==> src/include/mpt_regs.svh <==
// Register map, field positions and counts of the modulator/PWM timer.
// Assumes an AXI4-Lite slave addressing one 32-bit word per register.
//
// Contract
// 8-bit down counter, reload register at 0CF
// Three control bits in control_reg_two select function
// Modulator clock: osc when clk_sel, else tc
// Instruction clock is oscillator divided by ten
// Software writes n-1 for n pulses
// Modulator passes pulses; underflow stops, pin low
// Setting mod_run loads counter from reload
// Clearing mod_run stops the counter
// Fifty-percent mode toggles pin each underflow
// Wide timer underflow sets run, pin high
// Variable duty underflow clears run, pin low
// Software sets wide timer mode 101
// Reset clears all three control bits
// Software makes the pin an output first
// Wide timer auto-reloads at instruction rate
// Decrement per tick, underflow from zero
`ifndef MPT_REGS_SVH
`define MPT_REGS_SVH
`define MPT_IDX_CTRL     8'hcc
`define MPT_IDX_RELOAD   8'hcf
`define MPT_IDX_TMR_RL   8'hd0
`define MPT_IDX_TMR_CTRL 8'hd1
`define MPT_IDX_STATUS   8'hd2
`define MPT_BIT_RUN      0
`define MPT_BIT_CLK_SEL  1
`define MPT_BIT_MODE_SEL 2
`define MPT_TMR_RUN      4
`define MPT_TMR_AUTO     3'h4
`define MPT_TMR_TOGGLE   3'h5
`define MPT_RST_RELOAD   8'h00
`define MPT_RST_TMR_RL   16'h0000
`define MPT_RST_TMR_CTRL 8'h00
`define MPT_TC_DIV       10
`endif

==> src/include/mpt_pkg.sv <==
// Types shared by the modulator/PWM timer files.
// Assumes mpt_regs.svh supplies the numeric constants.
package mpt_pkg;
  typedef enum logic [1:0] {
    MPT_IO   = 2'b00,
    MPT_HALF = 2'b01,
    MPT_VAR  = 2'b10,
    MPT_MOD  = 2'b11
  } mpt_mode_e;

  typedef struct packed {
    logic mode_sel;
    logic clk_sel;
    logic run;
  } mpt_ctrl_s;
endpackage

==> src/logic/mpt_tc_div.sv <==
// Instruction-cycle divider: one-cycle tick every TC_DIV clocks.
// Assumes clk is the oscillator clock itself.
`timescale 1ns/1ps
`default_nettype none
`include "mpt_regs.svh"
module mpt_tc_div
  import mpt_pkg::*;
#(
  parameter int TC_DIV = `MPT_TC_DIV
) (
  input  wire logic clk,
  input  wire logic srst,
  output logic      tc_tick,
  output logic      tc_hi
);
  logic [3:0] cnt_r;

  always_ff @(posedge clk) begin
    if (srst || tc_tick) cnt_r <= 4'h0;
    else cnt_r <= cnt_r + 4'h1;
  end

  assign tc_tick = (cnt_r == 4'(TC_DIV - 1));
  // First half of each period counts as the high phase of tc
  assign tc_hi   = (cnt_r < 4'(TC_DIV / 2));
endmodule
`default_nettype wire

==> src/logic/mpt_wide_timer.sv <==
// 16-bit auto-reload timer seen by the modulator only via its underflow.
// Assumes tick is the one-cycle instruction-rate enable.
`timescale 1ns/1ps
`default_nettype none
module mpt_wide_timer
  import mpt_pkg::*;
#(
  parameter int W = 16
) (
  input  wire logic         clk,
  input  wire logic         srst,
  input  wire logic         tick,
  input  wire logic         en,
  input  wire logic         toggle,
  input  wire logic [W-1:0] reload,
  output logic              uflow,
  output logic              timer_io_pin
);
  logic [W-1:0] cnt_r;

  assign uflow = en && tick && (cnt_r == '0);

  always_ff @(posedge clk) begin
    if (srst || !en) cnt_r <= reload;
    else if (uflow) cnt_r <= reload;
    else if (tick) cnt_r <= cnt_r - W'(1);
  end

  always_ff @(posedge clk) begin
    if (srst) timer_io_pin <= 1'b0;
    else if (uflow && toggle) timer_io_pin <= ~timer_io_pin;
  end
endmodule
`default_nettype wire

==> src/logic/mpt_top.sv <==
// Modulator/PWM timer with AXI4-Lite register slave.
// Assumes clk is the oscillator; the pin is a two-way pad outside.
`timescale 1ns/1ps
`default_nettype none
`include "mpt_regs.svh"
module mpt_top
  import mpt_pkg::*;
#(
  parameter int AW = 12
) (
  input  wire logic          clk,
  input  wire logic          srst,
  input  wire logic [AW-1:0] s_axi_awaddr,
  input  wire logic          s_axi_awvalid,
  output logic               s_axi_awready,
  input  wire logic [31:0]   s_axi_wdata,
  input  wire logic [3:0]    s_axi_wstrb,
  input  wire logic          s_axi_wvalid,
  output logic               s_axi_wready,
  output logic [1:0]         s_axi_bresp,
  output logic               s_axi_bvalid,
  input  wire logic          s_axi_bready,
  input  wire logic [AW-1:0] s_axi_araddr,
  input  wire logic          s_axi_arvalid,
  output logic               s_axi_arready,
  output logic [31:0]        s_axi_rdata,
  output logic [1:0]         s_axi_rresp,
  output logic               s_axi_rvalid,
  input  wire logic          s_axi_rready,
  input  wire logic          gpio_o,
  input  wire logic          gpio_oe,
  input  wire logic          mod_out_pin_i,
  output logic               mod_out_pin_o,
  output logic               mod_out_pin_oe,
  output logic               timer_io_pin_o
);
  function automatic logic [7:0] reg_idx(input logic [AW-1:0] a);
    return a[9:2];
  endfunction

  function automatic logic idx_ok(input logic [7:0] i);
    return (i == `MPT_IDX_CTRL) || (i == `MPT_IDX_RELOAD) ||
           (i == `MPT_IDX_TMR_RL) || (i == `MPT_IDX_TMR_CTRL) ||
           (i == `MPT_IDX_STATUS);
  endfunction

  // ---------------- AXI4-Lite write path ----------------
  logic          aw_got_r;
  logic          w_got_r;
  logic [AW-1:0] aw_addr_r;
  logic [31:0]   w_data_r;
  logic [3:0]    w_strb_r;
  logic          bvalid_r;
  logic [1:0]    bresp_r;

  wire aw_hs = s_axi_awvalid && s_axi_awready;
  wire w_hs  = s_axi_wvalid && s_axi_wready;
  wire [AW-1:0] wr_addr = aw_got_r ? aw_addr_r : s_axi_awaddr;
  wire [31:0]   wr_data = w_got_r ? w_data_r : s_axi_wdata;
  wire [3:0]    wr_strb = w_got_r ? w_strb_r : s_axi_wstrb;
  wire have_aw = aw_got_r || aw_hs;
  wire have_w  = w_got_r || w_hs;
  wire wr_go   = have_aw && have_w && !bvalid_r;
  wire [7:0] wr_idx = reg_idx(wr_addr);
  wire wr_ok   = idx_ok(wr_idx);
  // Every 8-bit register sits on byte lane 0; other lanes are dropped
  wire wr_b0   = wr_go && wr_strb[0];
  wire wr_ctrl = wr_b0 && (wr_idx == `MPT_IDX_CTRL);
  wire wr_rl   = wr_b0 && (wr_idx == `MPT_IDX_RELOAD);
  wire wr_tctl = wr_b0 && (wr_idx == `MPT_IDX_TMR_CTRL);
  wire wr_trl  = wr_go && (wr_idx == `MPT_IDX_TMR_RL);

  assign s_axi_awready = !aw_got_r && !bvalid_r;
  assign s_axi_wready  = !w_got_r && !bvalid_r;
  assign s_axi_bvalid  = bvalid_r;
  assign s_axi_bresp   = bresp_r;

  always_ff @(posedge clk) begin
    if (srst || wr_go) begin
      aw_got_r <= 1'b0;
      w_got_r  <= 1'b0;
    end else begin
      if (aw_hs) aw_got_r <= 1'b1;
      if (w_hs) w_got_r <= 1'b1;
    end
  end

  always_ff @(posedge clk) begin
    if (aw_hs) aw_addr_r <= s_axi_awaddr;
    if (w_hs) w_data_r <= s_axi_wdata;
    if (w_hs) w_strb_r <= s_axi_wstrb;
  end

  always_ff @(posedge clk) begin
    if (srst) begin
      bvalid_r <= 1'b0;
      bresp_r  <= 2'h0;
    end else if (wr_go) begin
      bvalid_r <= 1'b1;
      bresp_r  <= wr_ok ? 2'h0 : 2'h2;
    end else if (s_axi_bready) begin
      bvalid_r <= 1'b0;
    end
  end

  // ---------------- Block state ----------------
  mpt_ctrl_s   ctrl_r;
  mpt_ctrl_s   ctrl_nxt;
  logic [7:0]  reload_r;
  logic [7:0]  cnt_r;
  logic [7:0]  cnt_nxt;
  logic        pin_r;
  logic        pin_nxt;
  logic        oe_r;
  logic [15:0] tmr_rl_r;
  logic [7:0]  tmr_ctrl_r;
  logic        pin_s1_r;
  logic        pin_s2_r;
  logic        tc_tick;
  logic        tc_hi;
  logic        wt_uflow;

  mpt_tc_div u_div (
    .clk     (clk),
    .srst    (srst),
    .tc_tick (tc_tick),
    .tc_hi   (tc_hi)
  );

  wire [2:0] tmode = tmr_ctrl_r[7:5];
  wire t_en  = tmr_ctrl_r[`MPT_TMR_RUN] &&
               ((tmode == `MPT_TMR_AUTO) || (tmode == `MPT_TMR_TOGGLE));

  mpt_wide_timer u_wt (
    .clk    (clk),
    .srst   (srst),
    .tick   (tc_tick),
    .en     (t_en),
    .toggle (tmode == `MPT_TMR_TOGGLE),
    .reload (tmr_rl_r),
    .uflow  (wt_uflow),
    .timer_io_pin    (timer_io_pin_o)
  );

  // Mode follows the bit table; run only matters in the all-clear case
  function automatic mpt_mode_e mode_of(input mpt_ctrl_s c);
    if (c.mode_sel) return MPT_MOD;
    else if (c.clk_sel) return MPT_VAR;
    else if (c.run) return MPT_HALF;
    else return MPT_IO;
  endfunction

  wire mpt_mode_e mode = mode_of(ctrl_r);
  wire tick = (mode == MPT_MOD && ctrl_r.clk_sel) ? 1'b1 : tc_tick;
  wire uflow = ctrl_r.run && tick && (cnt_r == 8'h00);
  wire var_set = (mode == MPT_VAR) && wt_uflow;
  // Writing run while already running must not reload the count
  wire sw_set = wr_ctrl && wr_data[`MPT_BIT_RUN] && !ctrl_r.run;
  wire start = sw_set || var_set;

  always_comb begin
    ctrl_nxt = ctrl_r;
    // Free-running half mode never stops on its own
    if (uflow && mode != MPT_HALF) ctrl_nxt.run = 1'b0;
    if (wr_ctrl) begin
      ctrl_nxt.run      = wr_data[`MPT_BIT_RUN];
      ctrl_nxt.clk_sel  = wr_data[`MPT_BIT_CLK_SEL];
      ctrl_nxt.mode_sel = wr_data[`MPT_BIT_MODE_SEL];
    end
    // A timer underflow beats a clear landing in the same cycle
    if (var_set) ctrl_nxt.run = 1'b1;
  end

  always_comb begin
    cnt_nxt = cnt_r;
    if (start) cnt_nxt = reload_r;
    else if (uflow) cnt_nxt = (mode == MPT_HALF) ? reload_r : 8'h00;
    else if (ctrl_r.run && tick) cnt_nxt = cnt_r - 8'h01;
  end

  always_comb begin
    pin_nxt = pin_r;
    case (mode_of(ctrl_nxt))
      MPT_IO:   pin_nxt = gpio_o;
      // OSC_INPUT_CLOCK carrier is shown as a steady high for the burst length
      MPT_MOD:  pin_nxt = ctrl_nxt.run && (ctrl_nxt.clk_sel || tc_hi);
      MPT_HALF: pin_nxt = uflow ? ~pin_r : pin_r;
      MPT_VAR: begin
        if (var_set) pin_nxt = 1'b1;
        else if (!ctrl_nxt.run) pin_nxt = 1'b0;
      end
      default:  pin_nxt = 1'b0;
    endcase
  end

  always_ff @(posedge clk) begin
    if (srst) begin
      ctrl_r <= '0;
      cnt_r  <= 8'h00;
      pin_r  <= 1'b0;
      oe_r   <= 1'b0;
    end else begin
      ctrl_r <= ctrl_nxt;
      cnt_r  <= cnt_nxt;
      pin_r  <= pin_nxt;
      // Any timer mode owns the pad, whatever gpio_oe says
      oe_r   <= (mode_of(ctrl_nxt) == MPT_IO) ? gpio_oe : 1'b1;
    end
  end

  always_ff @(posedge clk) begin
    if (srst) begin
      reload_r   <= `MPT_RST_RELOAD;
      tmr_rl_r   <= `MPT_RST_TMR_RL;
      tmr_ctrl_r <= `MPT_RST_TMR_CTRL;
    end else begin
      if (wr_rl) reload_r <= wr_data[7:0];
      if (wr_tctl) tmr_ctrl_r <= wr_data[7:0];
      if (wr_trl && wr_strb[0]) tmr_rl_r[7:0] <= wr_data[7:0];
      if (wr_trl && wr_strb[1]) tmr_rl_r[15:8] <= wr_data[15:8];
    end
  end

  // The pad is asynchronous: two flops before the status word reads it
  always_ff @(posedge clk) begin
    pin_s1_r <= mod_out_pin_i;
    pin_s2_r <= pin_s1_r;
  end

  assign mod_out_pin_o  = pin_r;
  assign mod_out_pin_oe = oe_r;

  // ---------------- AXI4-Lite read path ----------------
  logic        rvalid_r;
  logic [31:0] rdata_r;
  logic [1:0]  rresp_r;

  wire [7:0] rd_idx = reg_idx(s_axi_araddr);
  wire ar_hs = s_axi_arvalid && s_axi_arready;
  logic [31:0] rd_word;

  // Status: counter, driven level and the level seen back at the pad
  always_comb begin
    case (rd_idx)
      `MPT_IDX_CTRL:     rd_word = {29'h0, ctrl_r};
      `MPT_IDX_RELOAD:   rd_word = {24'h0, reload_r};
      `MPT_IDX_TMR_RL:   rd_word = {16'h0, tmr_rl_r};
      `MPT_IDX_TMR_CTRL: rd_word = {24'h0, tmr_ctrl_r};
      `MPT_IDX_STATUS:   rd_word = {22'h0, pin_s2_r, pin_r, cnt_r};
      default:           rd_word = 32'h0;
    endcase
  end

  assign s_axi_arready = !rvalid_r;
  assign s_axi_rvalid  = rvalid_r;
  assign s_axi_rdata   = rdata_r;
  assign s_axi_rresp   = rresp_r;

  always_ff @(posedge clk) begin
    if (srst) begin
      rvalid_r <= 1'b0;
      rdata_r  <= 32'h0;
      rresp_r  <= 2'h0;
    end else if (ar_hs) begin
      rvalid_r <= 1'b1;
      rdata_r  <= rd_word;
      rresp_r  <= idx_ok(rd_idx) ? 2'h0 : 2'h2;
    end else if (s_axi_rready) begin
      rvalid_r <= 1'b0;
    end
  end
endmodule
`default_nettype wire

==> config.mk <==
export PLATFORM = sky130hd
export DESIGN_NAME = mpt_top
export DESIGN_NICKNAME = d
export VERILOG_FILES = /design/src/include/mpt_pkg.sv /design/src/logic/mpt_tc_div.sv /design/src/logic/mpt_wide_timer.sv /design/src/logic/mpt_top.sv
export VERILOG_INCLUDE_DIRS = /design/src /design/src/include
export SDC_FILE = /design/constraint.sdc
export NUM_CORES = 1
export LEC_CHECK = 0
export ABC_CLOCK_PERIOD_IN_PS = 2300
export CORE_MARGIN = 8
export CORE_UTILIZATION = 55
export DETAILED_ROUTE_END_ITERATION = 10
export DONT_BUFFER_PORTS = 1
export HOLD_SLACK_MARGIN = 0.03
export PLACE_DENSITY = 0.8
export SYNTH_ARGS = -nofsm -noshare
export SYNTH_HDL_FRONTEND = slang
export SYNTH_SLANG_ARGS = --single-unit
==> constraint.sdc <==
create_clock -name clk -period 2.3 [get_ports clk]
set_input_delay 0.46 -clock clk [delete_from_list [all_inputs] [get_ports clk]]
set_output_delay 0.46 -clock clk [all_outputs]
set_load 0.02 [all_outputs]
# Word-level counts from Yosys, hierarchy flattened
# Cells that the tools add are included.
[word_totals]
ff_bits = 136
inputBits = 70
output_inout_bits = 44
wordCells = 143
[classes]
add_sub_neg = 3
magnitude_cmp = 1
eq_ne = 22
muxes = 33
n_bitwise = 2
reduce_logical = 57
[op_table]
columns = ["operator", "count"]
rows = [
  ["8-bit == test (second input constant)", 10],
  ["16-bit case mux with 5 select lines", 1],
  ["16-bit two-way mux", 4],
  ["8-bit two-way mux", 4],
  ["1-bit logical AND", 26],
  ["16-bit logical NOT", 1],
  ["1-bit logical OR", 16],
  ["2-bit two-way mux", 8],
  ["16-bit by 1-bit subtractor with 16-bit output (second input constant)", 1],
  ["1-bit two-way mux", 13],
  ["10-bit two-way mux", 1],
  ["2-bit == test (second input constant)", 4],
  ["8-bit logical NOT", 1],
  ["8-bit by 1-bit subtractor with 8-bit output (second input constant)", 1],
  ["3-bit == test (second input constant)", 2],
  ["1-bit logical NOT", 6],
  ["3-bit nonzero test", 2],
  ["4-bit by 1-bit adder with 4-bit output (second input constant)", 1],
  ["2-bit by 1-bit == test with 1-bit output (second input constant)", 2],
  ["4-bit == test (second input constant)", 1],
  ["2-bit logical NOT", 2],
  ["4-bit by 3-bit < comparator with 1-bit output (second input constant)", 1],
  ["1-bit case mux with 4 select lines", 1],
  ["2-bit nonzero test", 2],
  ["other kinds (6)", 7],
]

# Longest topological paths before layout
[logic_depth]
ltp_word = 18
depth_mapped = 10
depth_no_buf = 9

# By module
# Synthesis repeated with hierarchy kept, for this count alone.
[hier_totals]
cells_unflattened = 566
hier_area_um2 = 5725.5
[modules_own_cells]
columns = ["module", "instances", "cells_per_inst", "area_each_um2", "seq_area_each_um2"]
rows = [
  ["mpt_top", 1, 442, 4426.7, 2162.1],
  ["mpt_wide_timer", 1, 101, 1093.5, 500.5],
  ["mpt_tc_div", 1, 23, 205.2, 80.1],
]

# Worst setup path before layout
# No wires, ideal clock.
[synth_path]
kind = "flip-flop to flip-flop"
start = "register u_wt.cnt_r[0]"
end = "register pin_r (netlist: mod_out_pin_o)"
setup_ns = 0.086
t_arrival_ns = 2.269
t_required_ns = 2.214
setup_slack_ns = -0.055
path_stages_with_launch = 10
n_path_buf = 0
synth_period_minus_slack_ns = 2.355
cell_sequence = "edfxtp_1 > inv_1 > ha_1 > or4b_1 > or4_4 > nor3_4 > a2111oi_1 > nor2_2 > o22ai_1 > a221oi_2"
[synth_via]
elab_chain_len = 10
word_cells_on_any_way = 17
cone_classes = "eq/ne: 5; mux: 6; reduce/logical: 6"
[synth_rtl]
columns = ["item", "line_no", "rtl"]
rows = [
  ["from (decl)", "mpt_wide_timer.sv:19", "logic [W-1:0] cnt_r;"],
  ["from (signal assigned)", "mpt_wide_timer.sv:24", "if (srst || !en) cnt_r <= reload;"],
  ["from (signal assigned)", "mpt_wide_timer.sv:25", "else if (uflow) cnt_r <= reload;"],
  ["from (signal assigned)", "mpt_wide_timer.sv:26", "else if (tick) cnt_r <= cnt_r - W'(1);"],
  ["16-bit logical NOT (*)", "mpt_wide_timer.sv:21", "assign uflow = en && tick && (cnt_r == '0);"],
  ["1-bit logical AND (*)", "mpt_wide_timer.sv:21", ""],
  ["1-bit logical AND (*)", "mpt_top.sv:156", "wire var_set = (mode == MPT_VAR) && wt_uflow;"],
  ["1-bit two-way mux", "mpt_top.sv:171", "if (var_set) ctrl_nxt.run = 1'b1;"],
  ["1-bit two-way mux", "mpt_top.sv:149", "else if (c.run) return MPT_HALF;"],
  ["2-bit two-way mux", "mpt_top.sv:148", "else if (c.clk_sel) return MPT_VAR;"],
  ["2-bit two-way mux", "mpt_top.sv:147", "if (c.mode_sel) return MPT_MOD;"],
  ["2-bit == test or 2-bit by 1-bit == test with 1-bit output (tied branches)", "mpt_top.sv:183", "case (mode_of(ctrl_nxt))"],
  ["3-bit inequality test (no line) or 2-bit inequality test (tied branches)", "n/a", ""],
  ["2-bit AND reduction (no line)", "n/a", ""],
  ["to (signal assigned)", "mpt_top.sv:205", "pin_r <= pin_nxt;"],
  ["to (decl)", "mpt_top.sv:112", "logic pin_r;"],
]
# Mark *: on every way between the ends. The rest lies on a longest branch, timed or not.
# A chain may end at the register's enable or synchronous reset.

# Worst setup path after layout
[layout_path]
start = "register aw_got_r"
end = "register pin_r (netlist: mod_out_pin_o)"
[layout_via]
elab_chain_len = 16
word_cells_on_any_way = 25
cone_classes = "eq/ne: 6; mux: 7; reduce/logical: 12"
[layout_rtl]
columns = ["item", "line_no", "rtl"]
rows = [
  ["from (decl)", "mpt_top.sv:48", "logic aw_got_r;"],
  ["from (signal assigned)", "mpt_top.sv:80", "aw_got_r <= 1'b0;"],
  ["from (signal assigned)", "mpt_top.sv:83", "if (aw_hs) aw_got_r <= 1'b1;"],
  ["1-bit logical NOT", "mpt_top.sv:73", "assign s_axi_awready = !aw_got_r && !bvalid_r;"],
  ["1-bit logical AND", "mpt_top.sv:73", ""],
  ["1-bit logical AND", "mpt_top.sv:56", "wire aw_hs = s_axi_awvalid && s_axi_awready;"],
  ["1-bit logical OR", "mpt_top.sv:61", "wire have_aw = aw_got_r || aw_hs;"],
  ["1-bit logical AND (2 in a row)", "mpt_top.sv:63", "wire wr_go = have_aw && have_w && !bvalid_r;"],
  ["1-bit logical AND", "mpt_top.sv:67", "wire wr_b0 = wr_go && wr_strb[0];"],
  ["1-bit logical AND (*)", "mpt_top.sv:68", "wire wr_ctrl = wr_b0 && (wr_idx == `MPT_IDX_CTRL);"],
  ["3-bit two-way mux (*)", "mpt_top.sv:165", "if (wr_ctrl) begin"],
  ["1-bit two-way mux", "mpt_top.sv:171", ""],
  ["1-bit two-way mux", "mpt_top.sv:149", ""],
  ["2-bit two-way mux", "mpt_top.sv:148", ""],
  ["2-bit two-way mux", "mpt_top.sv:147", ""],
  ["2-bit == test or 2-bit by 1-bit == test with 1-bit output (tied branches)", "mpt_top.sv:183", ""],
  ["3-bit inequality test (no line) or 2-bit inequality test (tied branches)", "n/a", ""],
  ["2-bit AND reduction (no line)", "n/a", ""],
]
# Marked as above.

==> out/metrics.yaml <==
power_and_ir_drop:
  p_leak_nw: 3.03
  pwr-share-seq_pct: 42.3
  p_comb_share_pct: 8.3
  intPower_mw: 4.02
  p_per_area_nw_per_um2: 721
  irDropWorstVdd_mv: 0.744
  switching_share_pct: 24.6
  p_sw_mw: 1.31
  pwr-share-clk_pct: 49.4
global_routing:
  gr-total-overflow: 0
  antenna_found_initial: 0
  grt_pass1_vias: 5070
  grt_max_degree: 66
  grt_pass1_wl_um: 27600
  grt.total_usage_pct: 26.7
timing:
  fin_setup_tns_ns: -4.14
  hold_viol: 0
  setup_viol: 27
  slew_headroom_pct: 54.5
  fin_crit_ns: 2.73
  drv_slew: 0
  setup_slack_ns: -0.426
  fin_crit_sh_pct: 119
  tightest_slew_ns: 0.677
  rsz0062_at_grt: "yes"
  clock.fmax_mhz: 367
  whs_ns: 0.111
  finClkSkew_ns: 0.0156
critical_path:
  crit_end: "mod_out_pin_o$_SDFFE_PP0P_"
  rr_worst_depth: 7
  timing.critical_path.arrival_ns: 3.15
  r2r_end: "mod_out_pin_o$_SDFFE_PP0P_"
  path_max_fanout: 3
  worstSetupEndpointType: "flip-flop"
  critical_path_class: "flip-flop to flip-flop"
  worstPathRequired_ns: 2.73
  cp-start-kind: "flip-flop"
  r2r_setup_slack_ns: -0.43
  r2r_start: "aw_got_r$_SDFFE_PP0P_"
  cp-startpoint: "aw_got_r$_SDFFE_PP0P_"
final_layout:
  final_common_cell: "nor2_1"
  stdcell_count: 815
  layout_common_cells: "nor2_1 (83), dfxtp_1 (73), buf_4 (62)"
  diodes: 0
  syn2layout_area_growth_pct: 31.7
  drive_gt1_share_pct: 24.0
  nets: 744
place:
  port-buffer-count: 0
  dpl.hpwl_um: 10100
  dp_cells: 734
  place_congestion: 0.901
synth:
  synthCells: 568
  synth_top_area_share_pct: 26.4
  ys_ff_latch: 116
  synthTopCellsByArea: "dfxtp_1 (26%), edfxtp_1 (22%), mux2i_1 (6.4%)"
  synth_cell_types: 60
  synth_edf_count: 42
  synth_ff_type: "dfxtp_1"
  syn-mean-instance-area_sq_um: 9.87
  async_flop_share_pct: 0
  syn_area_sq_um: 5610
  ys_warn_count: 0
  synth_top_area_cell: "dfxtp_1"
  ys_seq_area_share_pct: 48.9
worst_hold_path:
  hold_class: "input pin to flip-flop"
clock_tree:
  clock_latency_ns: 0.54
  root_buffer: "clkbuf_8"
  clock_path_buffers: 2
  clkSlewWorstSetupHoldPaths_ns: 0.06
  cts_buffers: 17
  cts_tree: "done"
  cts.sinks: 116
  htreeDepth: 4
die:
  die_w_um: 117
  std_cell_rows: 37
  core_sq_um: 10100
  dieHeight_um: 117
  io_pins: 114
  initial_core_util_pct: 55.6
  die_area_sq_um: 13700
route:
  wl_per_cell_um: 26.2
  ant_nets: 0
  wirelength_um: 21300
  drt_iter0_drc: 1024
  vias: 5551
  drt-vias-per-instance: 6.81
  drc: 0
  dr.pass1.iters: 7
run_status:
  violations: "setup timing"
  status: "complete, but fails checks"
job:
  maxCapViolations: 0
[cell usage after synthesis (3+ instances only)]
library cell	count
buf_4	18
nor3b_1	3
a31oi_1	3
edfxtp_1	42
clkbuf_1	18
a21oi_1	24
buf_2	4
mux2_2	20
nor4_1	8
xor2_1	4
nor3_1	17
nor2_1	85
nand3b_1	5
nand3_1	14
nand2b_1	8
mux2i_1	36
and2_1	4
a2bb2oi_1	5
nor2b_1	3
inv_1	13
a211oi_1	18
nand2_1	46
o21ai_0	26
ha_1	7
a222oi_1	8
dfxtp_1	74
xnor2_1	13
[repair_timing]
| action | CTS | global route |
|---|---|---|
| pin swaps | 3 | 14 |
| cloned | 1 | 2 |
| hold buffers | 30 | 0 |
| setup buffers | 3 | 14 |
| endpoints found under the hold margin | 92 | 0 |
| resized for setup | 18 | 42 |
| endpoints found under the setup margin | 28 | 45 |
[sequential cells by signal, summed over array words and instances (netlist names), 2 cells and up]
name,count
aw_addr_r,8
w_data_r,16
w_strb_r,2
tmr_rl_r,16
s_axi_rdata,16
tmr_ctrl_r,8
u_wt.cnt_r,16
reload_r,8
ctrl_r,3
u_div.cnt_r,4
cnt_r,8
[power by group through the flow]
| stage | logic [mW] | clock network (mW) | registers [mW] |
|---|---|---|---|
| finish | 0.440 | 2.63 | 2.25 |
| global route | 0.453 | 2.69 | 2.25 |
| CTS | 0.379 | 2.56 | 2.24 |
| detailed placement | 0.307 | 0 | 2.28 |
| global placement | 0.296 | 0 | 2.28 |
| floorplan | 0.263 | 0 | 2.27 |
[worst min path at each step]
stage	from	to	slack, ns	depth (start not counted)
floorplan	pin_s1_r$_DFF_P_	pin_s2_r$_DFF_P_	0.31	0
global placement	pin_s1_r$_DFF_P_	pin_s2_r$_DFF_P_	0.32	0
detailed placement	pin_s1_r$_DFF_P_	pin_s2_r$_DFF_P_	0.33	0
CTS	gpio_o	mod_out_pin_o$_SDFFE_PP0P_	0.08	2
global route	gpio_oe	mod_out_pin_oe$_SDFF_PP0_	0.09	2
finish	gpio_oe	mod_out_pin_oe$_SDFF_PP0_	0.11	2
[stage by stage]
step | power, mW | utilization, % | worst slack, ns | cell area (sq um)
final | 5.33 | 73.1 | -0.426 | 7380
after global routing | 5.40 | 73.1 | -0.422 | 7380
after CTS | 5.18 | 70.0 | -0.193 | 7070
after detailed placement | 2.59 | 60.0 | -0.236 | 6050
after global placement | 2.57 | 60.0 | -0.168 | 6050
after floorplan | 2.54 | - | -0.00211 | 5700
[cell type report]
| type | count | area, sq um |
|---|---|---|
| Inverter | 13 | 48.8 |
| Tap cell | 136 | 170 |
| Multi-Input combinational cell | 415 | 2900 |
| Timing Repair Buffer | 104 | 945 |
| Sequential cell | 116 | 2740 |
| Clock buffer | 22 | 475 |
| Clock inverter | 9 | 100 |
| Fill cell | 545 | 2710 |
[critical path, cell delays in order (launching register included)]
cell and delay (ns):
dfxtp_2 0.37, mux2_2 0.39, nor4_4 0.34, and3_1 0.31
mux2_1 0.42, nor3_1 0.32, o22ai_2 0.14, a221oi_2 0.35
[logic make-up (layout without fill, tap and decap cells)]
family,Yosys count,after routing,share of synthesized area [%]
compound gates,99,99,12.0
xor+xnor,17,17,2.66
fa+ha+maj,8,8,1.74
buf+inv,54,148,4.91
flops,116,116,48.9
mux,57,57,10.6
other cells,1,18,0.0669
simple gates,216,216,19.1
[routing by layer]
metal  track usage, %  vias to the layer above  routed length, um
met1             28.4                     2559               6980
li1                 -                     2235                  -
met4             13.7                        0               1490
met2             46.6                      578               9860
met5                0                        -                  0
met3             8.67                      179               2980
(Power assumes the default switching activity.)
